--- config.mk ---
export PLATFORM = sky130hd
export DESIGN_NAME = tmr_top
export DESIGN_NICKNAME = d
export VERILOG_FILES = /design/src/pkg/tmr_pkg.sv /design/src/logic/tmr_div.sv /design/src/logic/tmr_sync.sv /design/src/logic/tmr_top.sv
export SDC_FILE = /design/constraint.sdc
export NUM_CORES = 1
export LEC_CHECK = 0
export BUFFER_PORTS_ARGS = -buffer_cell sky130_fd_sc_hd__clkbuf_2
export CELL_PAD_IN_SITES_DETAIL_PLACEMENT = 1
export CELL_PAD_IN_SITES_GLOBAL_PLACEMENT = 2
export CORE_ASPECT_RATIO = 1.4
export CORE_MARGIN = 2
export CORE_UTILIZATION = 36
export CTS_CLUSTER_SIZE = 28
export DETAILED_ROUTE_END_ITERATION = 10
export GPL_ROUTABILITY_DRIVEN = 0
export PLACE_DENSITY_LB_ADDON = 0.1
export REMOVE_ABC_BUFFERS = 1
export SETUP_SLACK_MARGIN = 0.3
export SYNTH_ARGS = -nofsm -noshare
export SYNTH_HDL_FRONTEND = slang
export SYNTH_HIERARCHICAL = 1
export SYNTH_SLANG_ARGS = --single-unit
--- constraint.sdc ---
create_clock -name clk -period 2.5 [get_ports clk]
set_input_delay 0.125 -clock clk [delete_from_list [all_inputs] [get_ports clk]]
set_output_delay 0.125 -clock clk [all_outputs]
set_load 0.02 [all_outputs]
--- src/pkg/tmr_pkg.sv ---
// Purpose: Constants and carrier types for the dual timer/counter block.
// Assumes: Special function register bus with 8-bit address and data.
// Notes:   One peripheral cycle is PERIPH_DIV system clocks.
//
// How it works
// - Unit B overflow sets bit 7, vector clears
// - Unit A overflow sets bit 5, vector clears
// - Bits 6 and 4 run units B, A
// - Pin B event sets bit 3; edge ack clears
// - Pin A event sets bit 1; edge ack clears
// - Bit 2: B low level or falling edge
// - Bit 0: A low level or falling edge
// - Mode bit 7 gates unit B by pin
// - Mode bit 3 gates unit A by pin
// - Mode bit 6: B counts clock or pin
// - Mode bit 2: A counts clock or pin
// - Mode 00: high byte, 5-bit low prescaler
// - Mode 01: full 16-bit cascade counter
// - Mode 10: low byte reloads from high
// - Unit B mode 11 holds its count
// - Unit A mode 11 splits into two
// - Timer counts once per peripheral cycle
// - Counter samples pin per peripheral cycle
// - Reload leaves high byte untouched
// - Mode 00 ignores low byte top bits

package tmr_pkg;

  ////////////////////////////////////////////////////////////////////////////
  localparam logic [7:0] ADDR_CTRL = 8'h88;
  localparam logic [7:0] ADDR_MODE = 8'h89;
  localparam logic [7:0] ADDR_A_LO = 8'h8A;
  localparam logic [7:0] ADDR_B_LO = 8'h8B;
  localparam logic [7:0] ADDR_A_HI = 8'h8C;
  localparam logic [7:0] ADDR_B_HI = 8'h8D;

  localparam logic [7:0] RST_BYTE = 8'h00;

  // Control register bit positions
  localparam int B_OVF  = 7;
  localparam int B_RUN  = 6;
  localparam int A_OVF  = 5;
  localparam int A_RUN  = 4;
  localparam int XB_FLG = 3;
  localparam int XB_TYP = 2;
  localparam int XA_FLG = 1;
  localparam int XA_TYP = 0;

  // Mode register fields: unit B uses the high nibble, unit A the low
  localparam int B_NIB = 4;
  localparam int A_NIB = 0;
  localparam int GATE  = 3;
  localparam int SRC   = 2;
  localparam int MODE  = 0;

  localparam logic [1:0] MODE_13BIT = 2'h0;
  localparam logic [1:0] MODE_16BIT = 2'h1;
  localparam logic [1:0] MODE_RELD  = 2'h2;
  localparam logic [1:0] MODE_SPLIT = 2'h3;

  localparam int PRESC_W = 5;

  // System clocks per peripheral cycle
  localparam int         PERIPH_DIV = 12;
  localparam logic [3:0] DIV_LAST   = 4'(PERIPH_DIV - 1);

  ////////////////////////////////////////////////////////////////////////////
  typedef struct packed {
    logic [7:0] addr;
    logic       wr;
    logic       rd;
    logic [7:0] wdata;
  } tmr_sfr_req_t;

  typedef struct packed {
    logic unit_b;
    logic unit_a;
    logic ext_b;
    logic ext_a;
  } tmr_evt_t;

  typedef struct packed {
    logic [7:0] lo;
    logic [7:0] hi;
    logic       ovf;
  } tmr_cnt_t;

endpackage : tmr_pkg
--- src/logic/tmr_div.sv ---
// Purpose: Peripheral-cycle tick from the system clock.
// Assumes: One clock domain.
// Notes:   Tick is a registered one-cycle pulse.
`timescale 1ns/10ps
`default_nettype none

module tmr_div (
  input  wire logic clk,
  input  wire logic rstn,
  output var  logic tick
);

  typedef struct packed {
    logic [3:0] cnt;
    logic       tick;
  } tmr_div_st_t;

  tmr_div_st_t st_q;
  tmr_div_st_t st_d;

  always_comb begin
    st_d      = st_q;
    st_d.tick = (st_q.cnt == tmr_pkg::DIV_LAST);
    if (st_d.tick) begin
      st_d.cnt = 4'h0;
    end else begin
      st_d.cnt = st_q.cnt + 4'h1;
    end
  end

  always_ff @(posedge clk) begin
    if (!rstn) begin
      st_q <= '0;
    end else begin
      st_q <= st_d;
    end
  end

  assign tick = st_q.tick;

endmodule : tmr_div
`default_nettype wire

--- src/logic/tmr_sync.sv ---
// Purpose: Two-flop synchroniser for asynchronous pins.
// Assumes: Pins may change at any time relative to clk.
// Notes:   Only the second stage leaves this module.
`timescale 1ns/10ps
`default_nettype none

module tmr_sync #(
  parameter int W = 4
) (
  input  wire logic         clk,
  input  wire logic         rstn,
  input  wire logic [W-1:0] pin,
  output var  logic [W-1:0] sync
);

  typedef struct packed {
    logic [W-1:0] s1;
    logic [W-1:0] s2;
  } tmr_sync_st_t;

  tmr_sync_st_t st_q;
  tmr_sync_st_t st_d;

  always_comb begin
    st_d    = st_q;
    st_d.s1 = pin;
    st_d.s2 = st_q.s1;
  end

  // Reset to all ones: idle pins sit high, so no false edge after reset
  always_ff @(posedge clk) begin
    if (!rstn) begin
      st_q <= '1;
    end else begin
      st_q <= st_d;
    end
  end

  assign sync = st_q.s2;

endmodule : tmr_sync
`default_nettype wire

--- src/logic/tmr_top.sv ---
// Purpose: Two timer/counter units with external interrupt flag logic.
// Assumes: CPU reaches the registers over the special function register bus.
// Notes:   Read data is registered and valid one clock after the read strobe.
//          Count writes win over counting in the same cycle.
`timescale 1ns/10ps
`default_nettype none

module tmr_top (
  input  wire logic                  clk,
  input  wire logic                  rstn,
  input  wire tmr_pkg::tmr_sfr_req_t sfr_req,
  output var  logic [7:0]            sfr_rdata,
  input  wire tmr_pkg::tmr_evt_t     vector_ack,
  output var  tmr_pkg::tmr_evt_t     irq_req,
  input  wire logic                  ext_irq_a_pin,
  input  wire logic                  ext_irq_b_pin,
  input  wire logic                  unit_a_count_pin,
  input  wire logic                  unit_b_count_pin
);

  ////////////////////////////////////////////////////////////////////////////
  // Helpers

  // One step of a unit in modes 00..10; mode 11 treats low as a plain byte
  // The ovf field carries the rollover that raises the unit's flag
  function automatic tmr_pkg::tmr_cnt_t step(
    input logic [1:0] mode,
    input logic       inc,
    input logic [7:0] lo,
    input logic [7:0] hi
  );
    tmr_pkg::tmr_cnt_t r;
    logic [5:0]        p;
    logic [8:0]        l;
    logic [8:0]        h;
    r     = '0;
    r.lo  = lo;
    r.hi  = hi;
    p     = {1'b0, lo[tmr_pkg::PRESC_W-1:0]} + 6'h01;
    l     = {1'b0, lo} + 9'h001;
    h     = {1'b0, hi} + 9'h001;
    if (inc) begin
      unique case (mode)
        tmr_pkg::MODE_13BIT: begin
          // Top three low-byte bits above the prescaler are left alone, so software may park data there
          r.lo[tmr_pkg::PRESC_W-1:0] = p[tmr_pkg::PRESC_W-1:0];
          if (p[tmr_pkg::PRESC_W]) begin
            r.hi  = h[7:0];
            r.ovf = h[8];
          end
        end
        tmr_pkg::MODE_16BIT: begin
          r.lo = l[7:0];
          if (l[8]) begin
            r.hi  = h[7:0];
            r.ovf = h[8];
          end
        end
        tmr_pkg::MODE_RELD: begin
          r.lo  = l[8] ? hi : l[7:0];
          r.ovf = l[8];
        end
        tmr_pkg::MODE_SPLIT: begin
          r.lo  = l[7:0];
          r.ovf = l[8];
        end
      endcase
    end
    return r;
  endfunction : step

  // Unit input qualifier: run, gate, and timer or counter source
  // Gating sees the synchronised pin, so it lags the pin by two clocks
  function automatic logic advance(
    input logic [3:0] ctl,
    input logic       run,
    input logic       gate_pin,
    input logic       tick,
    input logic       fall
  );
    logic go;
    go = run && (!ctl[tmr_pkg::GATE] || gate_pin);
    return go && (ctl[tmr_pkg::SRC] ? fall : tick);
  endfunction : advance

  ////////////////////////////////////////////////////////////////////////////
  // State

  // Control, mode and count registers plus pin history and read data
  typedef struct packed {
    logic [7:0] ctrl;
    logic [7:0] mode;
    logic [7:0] a_lo;
    logic [7:0] a_hi;
    logic [7:0] b_lo;
    logic [7:0] b_hi;
    logic       smp_a;
    logic       smp_b;
    logic       prev_xa;
    logic       prev_xb;
    logic [7:0] rdata;
  } tmr_st_t;

  tmr_st_t st_q;
  tmr_st_t st_d;

  logic [3:0] pins_s;
  logic       tick;

  // Every pin crosses into the clock domain here; no logic reads a raw pin
  tmr_sync #(
    .W (4)
  ) u_sync (
    .clk  (clk),
    .rstn (rstn),
    .pin  ({ext_irq_b_pin, ext_irq_a_pin, unit_b_count_pin, unit_a_count_pin}),
    .sync (pins_s)
  );

  // One shared tick keeps both units and pin sampling in step
  tmr_div u_div (
    .clk  (clk),
    .rstn (rstn),
    .tick (tick)
  );

  logic xb_s;
  logic xa_s;
  logic cb_s;
  logic ca_s;

  assign xb_s = pins_s[3];
  assign xa_s = pins_s[2];
  assign cb_s = pins_s[1];
  assign ca_s = pins_s[0];

  ////////////////////////////////////////////////////////////////////////////
  // Next state

  logic [3:0]        ctl_a;
  logic [3:0]        ctl_b;
  logic [1:0]        md_a;
  logic [1:0]        md_b;
  logic              fall_a;
  logic              fall_b;
  logic              inc_a;
  logic              inc_b;
  logic              inc_ah;
  logic              run_b_own;
  tmr_pkg::tmr_cnt_t nx_a;
  tmr_pkg::tmr_cnt_t nx_b;
  logic [8:0]        ah_sum;
  logic              set_a;
  logic              set_b;
  logic              set_xa;
  logic              set_xb;
  logic              wr_ctrl;

  always_comb begin
    st_d  = st_q;
    ctl_a = st_q.mode[tmr_pkg::A_NIB +: 4];
    ctl_b = st_q.mode[tmr_pkg::B_NIB +: 4];
    md_a  = ctl_a[tmr_pkg::MODE +: 2];
    md_b  = ctl_b[tmr_pkg::MODE +: 2];

    // Count pins are sampled once per peripheral cycle; high then low counts
    fall_a = tick && st_q.smp_a && !ca_s;
    fall_b = tick && st_q.smp_b && !cb_s;
    if (tick) begin
      st_d.smp_a = ca_s;
      st_d.smp_b = cb_s;
    end

    inc_a = advance(ctl_a, st_q.ctrl[tmr_pkg::A_RUN], xa_s, tick, fall_a);
    // Split unit A borrows the unit B run bit for its high byte
    run_b_own = st_q.ctrl[tmr_pkg::B_RUN];
    inc_b = advance(ctl_b, run_b_own, xb_s, tick, fall_b);
    // Halting unit B leaves its run bit free for the split high byte
    if (md_b == tmr_pkg::MODE_SPLIT) begin
      inc_b = 1'b0;
    end
    inc_ah = (md_a == tmr_pkg::MODE_SPLIT) && tick && run_b_own;

    // Split high byte has its own adder; step() only moves the low byte there
    nx_a   = step(md_a, inc_a, st_q.a_lo, st_q.a_hi);
    nx_b   = step(md_b, inc_b, st_q.b_lo, st_q.b_hi);
    ah_sum = {1'b0, st_q.a_hi} + 9'h001;

    st_d.a_lo = nx_a.lo;
    st_d.a_hi = nx_a.hi;
    st_d.b_lo = nx_b.lo;
    st_d.b_hi = nx_b.hi;
    if (inc_ah) begin
      st_d.a_hi = ah_sum[7:0];
    end

    set_a = nx_a.ovf;
    set_b = nx_b.ovf || (inc_ah && ah_sum[8]);

    // External interrupt detection on synchronised pins
    // History runs in both modes so a type change finds valid history
    set_xa = st_q.prev_xa && !xa_s;
    set_xb = st_q.prev_xb && !xb_s;
    st_d.prev_xa = xa_s;
    st_d.prev_xb = xb_s;

    // Software access; count writes override counting in the same cycle
    wr_ctrl = sfr_req.wr && (sfr_req.addr == tmr_pkg::ADDR_CTRL);
    if (wr_ctrl) begin
      st_d.ctrl = sfr_req.wdata;
    end
    if (sfr_req.wr) begin
      unique case (sfr_req.addr)
        tmr_pkg::ADDR_MODE: st_d.mode = sfr_req.wdata;
        tmr_pkg::ADDR_A_LO: st_d.a_lo = sfr_req.wdata;
        tmr_pkg::ADDR_A_HI: st_d.a_hi = sfr_req.wdata;
        tmr_pkg::ADDR_B_LO: st_d.b_lo = sfr_req.wdata;
        tmr_pkg::ADDR_B_HI: st_d.b_hi = sfr_req.wdata;
        default: ;
      endcase
    end

    // Vector acknowledge clears, then hardware set wins over any clear
    // so an overflow that meets its acknowledge is never lost
    if (vector_ack.unit_b) begin
      st_d.ctrl[tmr_pkg::B_OVF] = 1'b0;
    end
    if (vector_ack.unit_a) begin
      st_d.ctrl[tmr_pkg::A_OVF] = 1'b0;
    end
    if (set_b) begin
      st_d.ctrl[tmr_pkg::B_OVF] = 1'b1;
    end
    if (set_a) begin
      st_d.ctrl[tmr_pkg::A_OVF] = 1'b1;
    end

    // Type bit uses its current value; a new type applies next cycle
    if (st_q.ctrl[tmr_pkg::XB_TYP]) begin
      if (vector_ack.ext_b) begin
        st_d.ctrl[tmr_pkg::XB_FLG] = 1'b0;
      end
      if (set_xb) begin
        st_d.ctrl[tmr_pkg::XB_FLG] = 1'b1;
      end
    end else begin
      st_d.ctrl[tmr_pkg::XB_FLG] = !xb_s;
    end

    if (st_q.ctrl[tmr_pkg::XA_TYP]) begin
      if (vector_ack.ext_a) begin
        st_d.ctrl[tmr_pkg::XA_FLG] = 1'b0;
      end
      if (set_xa) begin
        st_d.ctrl[tmr_pkg::XA_FLG] = 1'b1;
      end
    end else begin
      st_d.ctrl[tmr_pkg::XA_FLG] = !xa_s;
    end

    // Registered read; unmapped addresses return zero
    // A read in the same cycle as a write returns the old value
    if (sfr_req.rd) begin
      unique case (sfr_req.addr)
        tmr_pkg::ADDR_CTRL: st_d.rdata = st_q.ctrl;
        tmr_pkg::ADDR_MODE: st_d.rdata = st_q.mode;
        tmr_pkg::ADDR_A_LO: st_d.rdata = st_q.a_lo;
        tmr_pkg::ADDR_A_HI: st_d.rdata = st_q.a_hi;
        tmr_pkg::ADDR_B_LO: st_d.rdata = st_q.b_lo;
        tmr_pkg::ADDR_B_HI: st_d.rdata = st_q.b_hi;
        default:            st_d.rdata = tmr_pkg::RST_BYTE;
      endcase
    end
  end

  ////////////////////////////////////////////////////////////////////////////
  // Registers

  // Sample and edge history reset high to match idle pins
  // Reset assigns constants only, so it stays a plain synchronous clear
  always_ff @(posedge clk) begin
    if (!rstn) begin
      st_q         <= '0;
      st_q.smp_a   <= 1'b1;
      st_q.smp_b   <= 1'b1;
      st_q.prev_xa <= 1'b1;
      st_q.prev_xb <= 1'b1;
    end else begin
      st_q <= st_d;
    end
  end

  ////////////////////////////////////////////////////////////////////////////
  // Outputs

  // Every output is a flop of the state record; no logic after the flops
  assign sfr_rdata      = st_q.rdata;
  assign irq_req.unit_b = st_q.ctrl[tmr_pkg::B_OVF];
  assign irq_req.unit_a = st_q.ctrl[tmr_pkg::A_OVF];
  assign irq_req.ext_b  = st_q.ctrl[tmr_pkg::XB_FLG];
  assign irq_req.ext_a  = st_q.ctrl[tmr_pkg::XA_FLG];

endmodule : tmr_top
`default_nettype wire

==> reports/metrics.csv, run 1 <==
metric,value,unit
fin_ws,0.4816,ns
min_period_over_period,80.73,%
powerDensity,519.5,nW/um^2
drtAntennaViolNets,0,
pre_cts_slack,0.3318,ns
rsz0062_at_grt,no,
ys_types,67,
fin_skew,0.007761,ns
maxSlewViolCount,0,
hold_viol_final,0,
wl_per_cell,22.40,um
firstDrtPassIters,4,
dieHeight,133.5,um
synth_top_area_share,33.89,%
first_global_vias,4379,
clockBufferDepth,2,
grt_usage,25.99,%
viasPerCell,6.032,
status,"finished, final reports clean",
synth-xor-area-share,0.6094,%
synth_top_flop_cell,dfxtp_1,
antenna_cells,0,
max_slew_margin,60.58,%
drt_iter0_drc,167,
fillers,1424,
use_met2,43.52,%
clock_latency,0.34,ns
synth_edf_count,0,
dp_hpwl,11770,um
fin_nets,594,
synth_cells,521,
yosysWarnings,6,
worst_slew_pin_slew,0.5913,ns
postSynth.asyncResetShare,0,%
synth.ff_latch_count,73,
vias,4301,
antenna_found_initial,0,
gr-max-usage-layer,met2,
cts_sinks,73,
drv_cap,0,
drt_wl_total,15970,um
synth-simple-area-share,24.55,%
met1_usage,31.46,%
endpoint_kind,register,
start_util,36.66,%
leakagePower,1.884,nW
worstSetupStartpointType,register,
cp_max_fo,5,
yosys.area_share.adder,1.451,%
yosysTopAreaCell,dfxtp_1,
clockRootBuffer,clkbuf_16,
synth_top_family_by_area,compound AO/OA/AOI/OAI gates,
synth_most_common_cell,dfxtp_1,
met3_usage,3.394,%
cts_buffers,9,
max_freq,0.4954,GHz
synth_compound_area_share,24.87,%
ir_drop,0.3728,mV
period_minus_slack,2.018,ns
final_layout_size_suffix_gt1_share,17.84,%
ios,40,
drc,0,
dieArea,12880,sq um
grt_pass1_wl,24690,um
synth_area_leaders,"dfxtp_1 34%, mux2i_1 7.2%, nand2_1 4.7%",
syn_to_final_growth,16.92,%
hp-class,primary input to register,
grt_max_degree,30,
core-area,11760,sq um
netlist_area,4312,sq um
crit_arrival,2.28,ns
grt.overflow.total,0,
cts_tree,built,
die_w,96.49,um
crit_required,2.77,ns
muxShareOfSynthArea,8.241,%
critPathKind,register to register,
yosys-top-cells-count,"73 x dfxtp_1, 54 x nand2_1, 37 x o21ai_0",
io_buffers,39,
setup_violations,0,
syn_avg_cell_area,8.276,sq um
ys_seq_area_share,33.89,%
num_rows,47,
htreeDepth,3,
utilization,42.86,%
cts.reportedPaths.clkPinSlew,0.07,ns
-- timing repair --
| action | in CTS | in global routing |
|---|---|---|
| resized for setup | 0 | 6 |
| endpoints found under the hold margin | 6 | 0 |
| hold buffers | 6 | 0 |
| buffers inserted | 0 | 1 |
| endpoints found under the setup margin | 0 | 8 |
-- placed cells by master (no fill, tap or decap), types with 4 or more instances in the layout --
master,n
dfxtp_1,73
nand2_1,54
clkbuf_2,39
o21ai_0,37
mux2i_1,31
nor2_1,27
buf_4,25
nand2b_1,19
a31oi_1,19
inv_1,17
nand3_1,16
a22oi_1,15
a21oi_1,15
and3_1,11
nor3_1,11
or3_1,9
clkbuf_16,9
a211oi_1,8
nor2b_1,7
and4_1,7
nand4_1,6
dlygate4sd3_1,6
nor4_1,5
a211o_1,5
o211ai_1,5
o211a_1,5
o32ai_1,5
ha_1,5
a41oi_1,4
or4_1,4
o31ai_1,4
-- per-stage QoR --
| step | hold WS (ns) | area, sq um | TNS (ns) | instances | total power, mW |
|---|---|---|---|---|---|
| after floorplan | 0.1869 | 4100 | -1.357 | 480 | 1.279 |
| after global placement | 0.3068 | 4671 | 0 | 690 | 1.382 |
| after detailed placement | 0.3118 | 4671 | 0 | 690 | 1.386 |
| after CTS | 0.006997 | 5012 | 0 | 712 | 2.646 |
| after global routing | 0.01065 | 5041 | 0 | 713 | 2.705 |
| final | 0.01730 | 5041 | 0 | 713 | 2.619 |
-- state kept, by name, summed over array words and instances, names as in the netlist --
signal and flops:
run_b_own 1, ctl_a 4, sfr_rdata 8, ctl_b 4, st_q 39, u_sync/sync 4
u_div/tick 1, u_sync/st_d 4, u_div/st_q 4, irq_req 4
-- layer usage --
metal  vias up  part of all wire (%)
met1      2118                    41
li1       2036                     -
met3        47                   3.8
met5         -                     0
met2       100                    49
met4         0                   6.0
-- kinds of logic after synthesis --
family | after synthesis
buffers and inverters | 58
flip-flops | 73
adder cells (fa/ha/maj) | 5
multiplexers | 34
AND/OR/NAND/NOR | 195
AO/OA/AOI/OAI | 153
XOR/XNOR | 3
-- layout make-up --
| class | count | area, sq um | share of cell area, % |
|---|---|---|---|
| multi-input cells | 390 | 2608 | 51.73 |
| flip-flops and latches | 73 | 1461 | 28.99 |
| repair buffers | 70 | 442.9 | 8.786 |
| clock buffers | 11 | 242.7 | 4.815 |
| well taps | 147 | 183.9 | 3.649 |
| inverters | 17 | 63.81 | 1.266 |
| clock inverters | 5 | 38.79 | 0.7694 |
-- report_power, final --
part	switching [mW]	internal [mW]	total (mW)
logic	0.110	0.0594	0.170
clock network	0.543	0.707	1.25
registers	0.0152	1.18	1.20
-- critical path, stage by stage (launching register included) --
cell,delay (ns)
dfxtp_1,0.31
nand2b_1,0.22
a2111oi_4,0.54
o211ai_1,0.33
or3_1,0.39
a31oi_1,0.15
-- path summary, 6_finish.rpt --
| check | endpoint | cells past startpoint | slack [ns] | startpoint |
|---|---|---|---|---|
| hold / removal | irq_req[2] | 2 | 0.02 | vector_ack[2] |
| setup reg to reg | st_q[16] | 5 | 0.48 | u_sync/sync[1] |
| setup / recovery | st_q[16] | 5 | 0.48 | u_sync/sync[1] |
| hold reg to reg | u_sync/sync[3] | 1 | 0.41 | u_sync/st_d[3] |
No activity file was read; power rests on OpenSTA's default activity.
==> inputs of run 2 (changes only) <==
==> constraint.sdc (replaced) <==
create_clock -name clk -period 1.95 [get_ports clk]
set_input_delay 0.0975 -clock clk [delete_from_list [all_inputs] [get_ports clk]]
set_output_delay 0.0975 -clock clk [all_outputs]
set_load 0.02 [all_outputs]
==> run 2 against run 1 <==
Critical path depth increased by 1; sequential power rose by 28%; non-clock buffer count increased by 70; count of clock-buffer cells in the layout is 2 lower; clock power up 36%; hold slack improved by 0.12 ns; critical path type unchanged; critical endpoint is now st_q[15].
==> reports/metrics.csv, run 2 (same netlist as run 1, synthesis figures left out) <==
metric,value,unit,change
status,"finished, final reports clean",,unchanged
regMostFlops,st_q,,unchanged
cts_buffers,9,,unchanged
antenna_found_initial,0,,unchanged
setup_violations,0,,unchanged
clock_latency,0.34,ns,about the same
num_rows,47,,unchanged
crit_arrival,2.13,ns,was 2.28 ns
ios,40,,unchanged
fin_nets,664,,was 594
cts_tree,built,,unchanged
antenna_cells,0,,unchanged
critPathKind,register to register,,unchanged
first_global_vias,4756,,was 4379
drc,0,,unchanged
layout_commonest_cell,buf_4,,was dfxtp_1
cts_sinks,73,,unchanged
grt_max_degree,35,,was 30
start_util,36.66,%,unchanged
max_freq,0.5369,GHz,was 0.4954 GHz
crit_required,2.21,ns,was 2.77 ns
worst_slew_pin_slew,0.4764,ns,was 0.5913 ns
fin_ws,0.08749,ns,was 0.4816 ns
maxSlewViolCount,0,,unchanged
max_slew_margin,68.10,%,was 60.58%
grt_usage,27.12,%,was 25.99%
worstSetupStartpointType,register,,unchanged
power.switching_fraction,24.90,%,was 25.54%
clockBufferDepth,2,,unchanged
leakagePower,2.416,nW,was 1.884 nW
pwr-share-comb,7.0,%,was 6.5%
pwr-share-clk,49.0,%,was 47.8%
seqPwrFrac,44.1,%,was 45.8%
powerDensity,565.2,nW/um^2,was 519.5 nW/um^2
clockRootBuffer,clkbuf_16,,unchanged
largest_reg_flops,39,,unchanged
drt_iter0_drc,165,,was 167
cp_max_fo,5,,unchanged
wl_per_cell,22.09,um,was 22.40 um
firstDrtPassIters,4,,unchanged
ir_drop,0.3574,mV,was 0.3728 mV
period_minus_slack,1.863,ns,was 2.018 ns
htreeDepth,3,,unchanged
endpoint_kind,register,,unchanged
fin_skew,0.007170,ns,was 0.007761 ns
vias,4622,,was 4301
cts.reportedPaths.clkPinSlew,0.06,ns,was 0.07 ns
pre_cts_slack,-0.05824,ns,was 0.3318 ns
io_buffers,39,,unchanged
core-area,11760,sq um,unchanged
p_int,2.605,mW,was 1.950 mW
dp_hpwl,12210,um,was 11770 um
r2r_slack,0.09,ns,was 0.48 ns
die_w,96.49,um,unchanged
syn_to_final_growth,42.31,%,was 16.92%
drtAntennaViolNets,0,,unchanged
fin_setup_tns,0,ns,unchanged
viasPerCell,5.903,,was 6.032
hold_viol_final,0,,unchanged
grt.overflow.total,0,,unchanged
drv_cap,0,,unchanged
min_period_over_period,95.51,%,was 80.73%
rsz0062_at_grt,yes,,was no
grt_pass1_wl,26230,um,was 24690 um
final_cell_mix,"75 x buf_4, 58 x dfxtp_1, 51 x nand2_1",,"was 73 x dfxtp_1, 54 x nand2_1, 39 x clkbuf_2"
hp-class,primary input to register,,unchanged
final_layout_size_suffix_gt1_share,38.05,%,was 17.84%
power_switching,0.8635,mW,was 0.6690 mW
dieHeight,133.5,um,unchanged
dieArea,12880,sq um,unchanged
drt_wl_total,17300,um,was 15970 um
==> run 2: cell types whose count changed in the layout (fill, tap and decap cells not counted), moves of 5 or more <==
cell / before / now
a211oi_1: 8 / 2
dfxtp_2: 0 / 9
a21oi_1: 15 / 10
dfxtp_1: 73 / 58
dfxtp_4: 0 / 6
buf_4: 25 / 75
a211oi_2: 0 / 5
a21oi_2: 0 / 5
buf_6: 0 / 15
==> run 2: routing by layer <==
metal | up-vias | global-route usage (%) | routed length, um
met2 | 97 | 46.80 | 8908
met1 | 2308 | 32.74 | 7021
met5 | - | 0 | 0
met3 | 40 | 3.394 | 600
met4 | 0 | 12.68 | 767
li1 | 2177 | - | -
==> run 2: power groups by stage <==
stage	clock (mW)	sequential [mW]	combinational, mW
floorplan	0	1.57	0.0658
global placement	0	1.57	0.213
detailed placement	0	1.57	0.218
CTS	1.74	1.54	0.234
global route	1.81	1.53	0.260
finish	1.70	1.53	0.241
==> run 2: layout make-up <==
class	count	area, sq um
clock buffer	9	225.2
clock inverter	7	77.57
fill	1381	5625
inverter	17	63.81
multi-input combinational	390	3048
sequential	73	1495
tap	147	183.9
timing repair buffer	140	1042
==> run 2: through the flow <==
stage          hold WS [ns]  instance area [sq um]  cells  power (mW)  utilization [%]
3_3_place_gp         0.2769                   4991    731       1.780            42.44
6_report             0.1419                   6136    783       3.468            52.17
2_1_floorplan        0.1594                   4100    480       1.640                -
3_5_place_dp         0.2858                   4991    731       1.786            42.44
5_1_grt              0.1596                   6136    783       3.595            52.17
4_1_cts              0.1348                   5769    771       3.505            49.05
==> run 2: worst max-delay path: stages (launching register included) <==
cell       delay, ns
dfxtp_2         0.32
nand2b_4        0.15
a2111oi_4       0.40
buf_4           0.20
o21ai_4         0.08
or4_1           0.48
a31oi_1         0.17
==> run 2: path summary, 6_finish.rpt <==
check / startpoint / endpoint / depth (start not counted)
max: u_sync/sync[1] / st_q[15] / 6
min: vector_ack[3] / irq_req[3] / 3
max reg2reg: u_sync/sync[1] / st_q[15] / 6
min reg2reg: u_sync/st_d[2] / u_sync/sync[2] / 1
==> run 2: repair_timing <==
action                     4_1_cts  5_1_grt
setup endpoints to repair       33       35
hold endpoints to repair         7        0
resized for setup               62       67
setup buffers                   15       12
hold buffers                     7        0
gates cloned                     2        0
pin swaps                       34       45
==> inputs of run 3 (changes only) <==
--- a/config.mk
+++ b/config.mk
@@ -5,12 +5,13 @@
 export SDC_FILE = /design/constraint.sdc
 export NUM_CORES = 1
 export LEC_CHECK = 0
+export ABC_AREA = 1
 export BUFFER_PORTS_ARGS = -buffer_cell sky130_fd_sc_hd__clkbuf_2
 export CELL_PAD_IN_SITES_DETAIL_PLACEMENT = 1
 export CELL_PAD_IN_SITES_GLOBAL_PLACEMENT = 2
 export CORE_ASPECT_RATIO = 1.4
 export CORE_MARGIN = 2
-export CORE_UTILIZATION = 36
+export CORE_UTILIZATION = 33
 export CTS_CLUSTER_SIZE = 28
 export DETAILED_ROUTE_END_ITERATION = 10
 export GPL_ROUTABILITY_DRIVEN = 0
==> run 3 against run 2 <==
Final cell count rose by 22%; synthesized cell count rose by 36%; critical endpoint is now st_q[14]; fmax rose by 18%; hold slack got worse by 0.091 ns; utilization fell by 11 points; sequential cell count did not move; register-to-register slack improved by 0.28 ns; design area fell by 6.8%; non-clock buffer count fell by 64; largest power group unchanged; highest routed layer unchanged; first-iteration DRC count rose by 22%.
==> reports/metrics.csv, run 3 <==
metric,value,unit,change
status,"finished, final reports clean",,unchanged
crit_family,simple AND/OR/NAND/NOR gates,,was compound AO/OA/AOI/OAI gates
postSynth.asyncResetShare,0,%,unchanged
power_switching,0.8578,mW,was 0.8635 mW
power.switching_fraction,24.07,%,was 24.90%
critPathKind,register to register,,unchanged
max_slew_margin,70.81,%,was 68.10%
wl_per_cell,19.52,um,was 22.09 um
ys_types,44,,was 67
endpoint_kind,register,,unchanged
worst_slew_pin_slew,0.4378,ns,was 0.4764 ns
first_global_vias,5228,,was 4756
core-area,13910,sq um,was 11760 sq um
htreeDepth,3,,unchanged
firstDrtPassIters,4,,unchanged
yosysWarnings,6,,unchanged
grt.overflow.total,0,,unchanged
grt_pass1_wl,28720,um,was 26230 um
final_cell_mix,"132 x nand2_1, 89 x a21oi_1, 77 x inv_1",,"was 75 x buf_4, 58 x dfxtp_1, 51 x nand2_1"
min_from,vector_ack[0],,was vector_ack[3]
cts.reportedPaths.clkPinSlew,0.06,ns,about the same
drtAntennaViolNets,0,,unchanged
antenna_found_initial,1,,was 0
fin_setup_tns,0,ns,unchanged
netlist_area,4693,sq um,was 4312 sq um
drc,0,,unchanged
cp_max_fo,4,,was 5
clockBufferDepth,2,,unchanged
grt_usage,24.49,%,was 27.12%
min_path_cells,4,,was 3
dieHeight,145.1,um,was 133.5 um
worst_r2r_endpoint,st_q[14],,was st_q[15]
powerDensity,623.5,nW/um^2,was 565.2 nW/um^2
cts_buffers,9,,unchanged
ir_drop,0.3437,mV,was 0.3574 mV
fin_ws,0.3659,ns,was 0.08749 ns
ys_seq_area_share,31.14,%,was 33.89%
regToRegStartpoint,st_q[21],,was u_sync/sync[1]
vias,5016,,was 4622
p_int,2.707,mW,was 2.605 mW
fillers,1850,,was 1381
fin_nets,799,,was 664
synth_area_leaders,"dfxtp_1 31%, nand2_1 11%, a21oi_1 9.5%",,"was dfxtp_1 34%, mux2i_1 7.2%, nand2_1 4.7%"
synth_top_flop_cell,dfxtp_1,,unchanged
syn_avg_cell_area,6.648,sq um,was 8.276 sq um
seqPwrFrac,42.9,%,was 44.1%
syn_to_final_growth,21.81,%,was 42.31%
synth_edf_count,0,,unchanged
crit_arrival,1.81,ns,was 2.13 ns
num_rows,51,,was 47
rsz0062_at_grt,yes,,unchanged
yosys-top-cells-count,"138 x nand2_1, 89 x a21oi_1, 80 x inv_1, 80 x o21ai_0, 73 x dfxtp_1",,"was 73 x dfxtp_1, 54 x nand2_1, 37 x o21ai_0"
cts_tree,built,,unchanged
dp_hpwl,14160,um,was 12210 um
io_buffers,39,,unchanged
synth_most_common_cell,nand2_1,,was dfxtp_1
synth.ff_latch_count,73,,unchanged
maxSlewViolCount,0,,unchanged
pre_cts_slack,0.09587,ns,was -0.05824 ns
final_layout_size_suffix_gt1_share,23.48,%,was 38.05%
max_freq,0.6313,GHz,was 0.5369 GHz
leakagePower,2.327,nW,was 2.416 nW
utilization,41.10,%,was 52.17%
min_period_over_period,81.24,%,was 95.51%
drv_cap,0,,unchanged
start_util,33.74,%,was 36.66%
slowest_delay,0.38,ns,was 0.48 ns
drt_iter0_drc,201,,was 165
r2r_slack,0.37,ns,was 0.09 ns
synth_top_area_share,31.14,%,was 33.89%
drt_wl_total,18660,um,was 17300 um
setup_violations,0,,unchanged
crit_required,2.17,ns,was 2.21 ns
cts_sinks,73,,unchanged
crit_path_cell_trace,"ha_4, nand2_4, nor2_4, nand4_4, buf_4, o21ai_0, nand2_1, nand2_1, a21oi_1",,"was nand2b_4, a2111oi_4, buf_4, o21ai_4, or4_1, a31oi_1"
regMostFlops,st_q,,unchanged
cp_common_cell,nand2_1,,
fin_skew,0.005484,ns,was 0.007170 ns
hp-class,primary input to register,,unchanged
power.total,3.564,mW,was 3.468 mW
hold_viol_final,0,,unchanged
ff2ff_path_depth,9,,was 6
clockRootBuffer,clkbuf_16,,unchanged
pwr-share-clk,50.9,%,was 49.0%
ios,40,,unchanged
pwr-share-comb,6.2,%,was 7.0%
die_w,104.8,um,was 96.49 um
layout_commonest_cell,nand2_1,,was buf_4
crit_path_top_delay_cell,dfxtp_4,,was or4_1
synth_cells,706,,was 521
min_to,irq_req[0],,was irq_req[3]
dieArea,15210,sq um,was 12880 sq um
viasPerCell,5.247,,was 5.903
clock_latency,0.34,ns,about the same
period_minus_slack,1.584,ns,was 1.863 ns
worst-path-buf-inv,1,,unchanged
worstSetupStartpointType,register,,unchanged
grt_max_degree,40,,was 35
largest_reg_flops,39,,unchanged
antenna_cells,0,,unchanged
yosysTopAreaCell,dfxtp_1,,unchanged
-- run 3: cell count changes after synthesis, sizes merged, moves of 31 or more --
cell and delta:
mux2i -31, nor2 +48, nand2 +101, inv +72
o21ai +52, a21oi +77
-- run 3: worst register-to-register path, cell delays in order, from the launching register on --
cell	delay, ns
dfxtp_4	0.38
ha_4	0.16
nand2_4	0.06
nor2_4	0.14
nand4_4	0.16
buf_4	0.20
o21ai_0	0.15
nand2_1	0.09
nand2_1	0.07
a21oi_1	0.05
-- run 3: per-layer routing --
metal | share of wire, % | global-route usage [%]
met4 | 4.2 | 11.47
met1 | 39 | 26.46
met2 | 54 | 45.97
met3 | 2.7 | 3.594
met5 | 0 | 0
-- run 3: cell type report --
type | instances | area (sq um) | share of cell area (%)
clock buffer | 10 | 229.0 | 4.005
clock inverter | 6 | 91.34 | 1.598
inverter | 92 | 359.1 | 6.281
sequential | 73 | 1490 | 26.07
timing repair buffer | 76 | 506.7 | 8.864
tap | 185 | 231.5 | 4.049
multi-input combinational | 514 | 2809 | 49.14
-- run 3: what timing repair did --
| action | in CTS | in global routing |
|---|---|---|
| endpoints found under the setup margin | 27 | 26 |
| pin swaps | 5 | 17 |
| resized for setup | 16 | 40 |
| buffers inserted | 7 | 12 |
| hold endpoints to repair | 4 | 0 |
| gates cloned | 1 | 0 |
| hold buffers | 4 | 0 |
-- run 3: how the worst max path moves through the flow --
stage,cells past startpoint,endpoint,startpoint
finish,9,st_q[14],st_q[21]
global route,8,st_q[23],st_q[21]
CTS,9,st_q[16],st_q[22]
detailed placement,8,st_q[23],st_q[20]
global placement,8,st_q[23],st_q[20]
floorplan,12,st_q[33],st_q[36]
-- run 3: power by group through the flow --
stage               clock [mW]  sequential (mW)  combinational [mW]
finish                    1.81             1.53               0.222
global route              1.94             1.53               0.247
CTS                       1.86             1.53               0.225
detailed placement           0             1.57               0.218
global placement             0             1.57               0.212
floorplan                    0             1.57              0.0852
-- run 3: cell families after synthesis --
family,count (synthesis),synth area share [%]
compound gates,211,24.23
simple gates,287,30.07
buf+inv,120,11.36
fa+ha+maj,5,1.333
flops,73,31.14
xor+xnor,10,1.866
-- run 3: per-stage QoR --
| step | area (sq um) | std cells | hold slack, ns |
|---|---|---|---|
| global route | 5717 | 956 | 0.08380 |
| CTS | 5497 | 944 | 0.04161 |
| floorplan | 4509 | 678 | 0.1662 |
| global placement | 5041 | 916 | 0.2672 |
| finish | 5717 | 956 | 0.05078 |
| detailed placement | 5041 | 916 | 0.2920 |
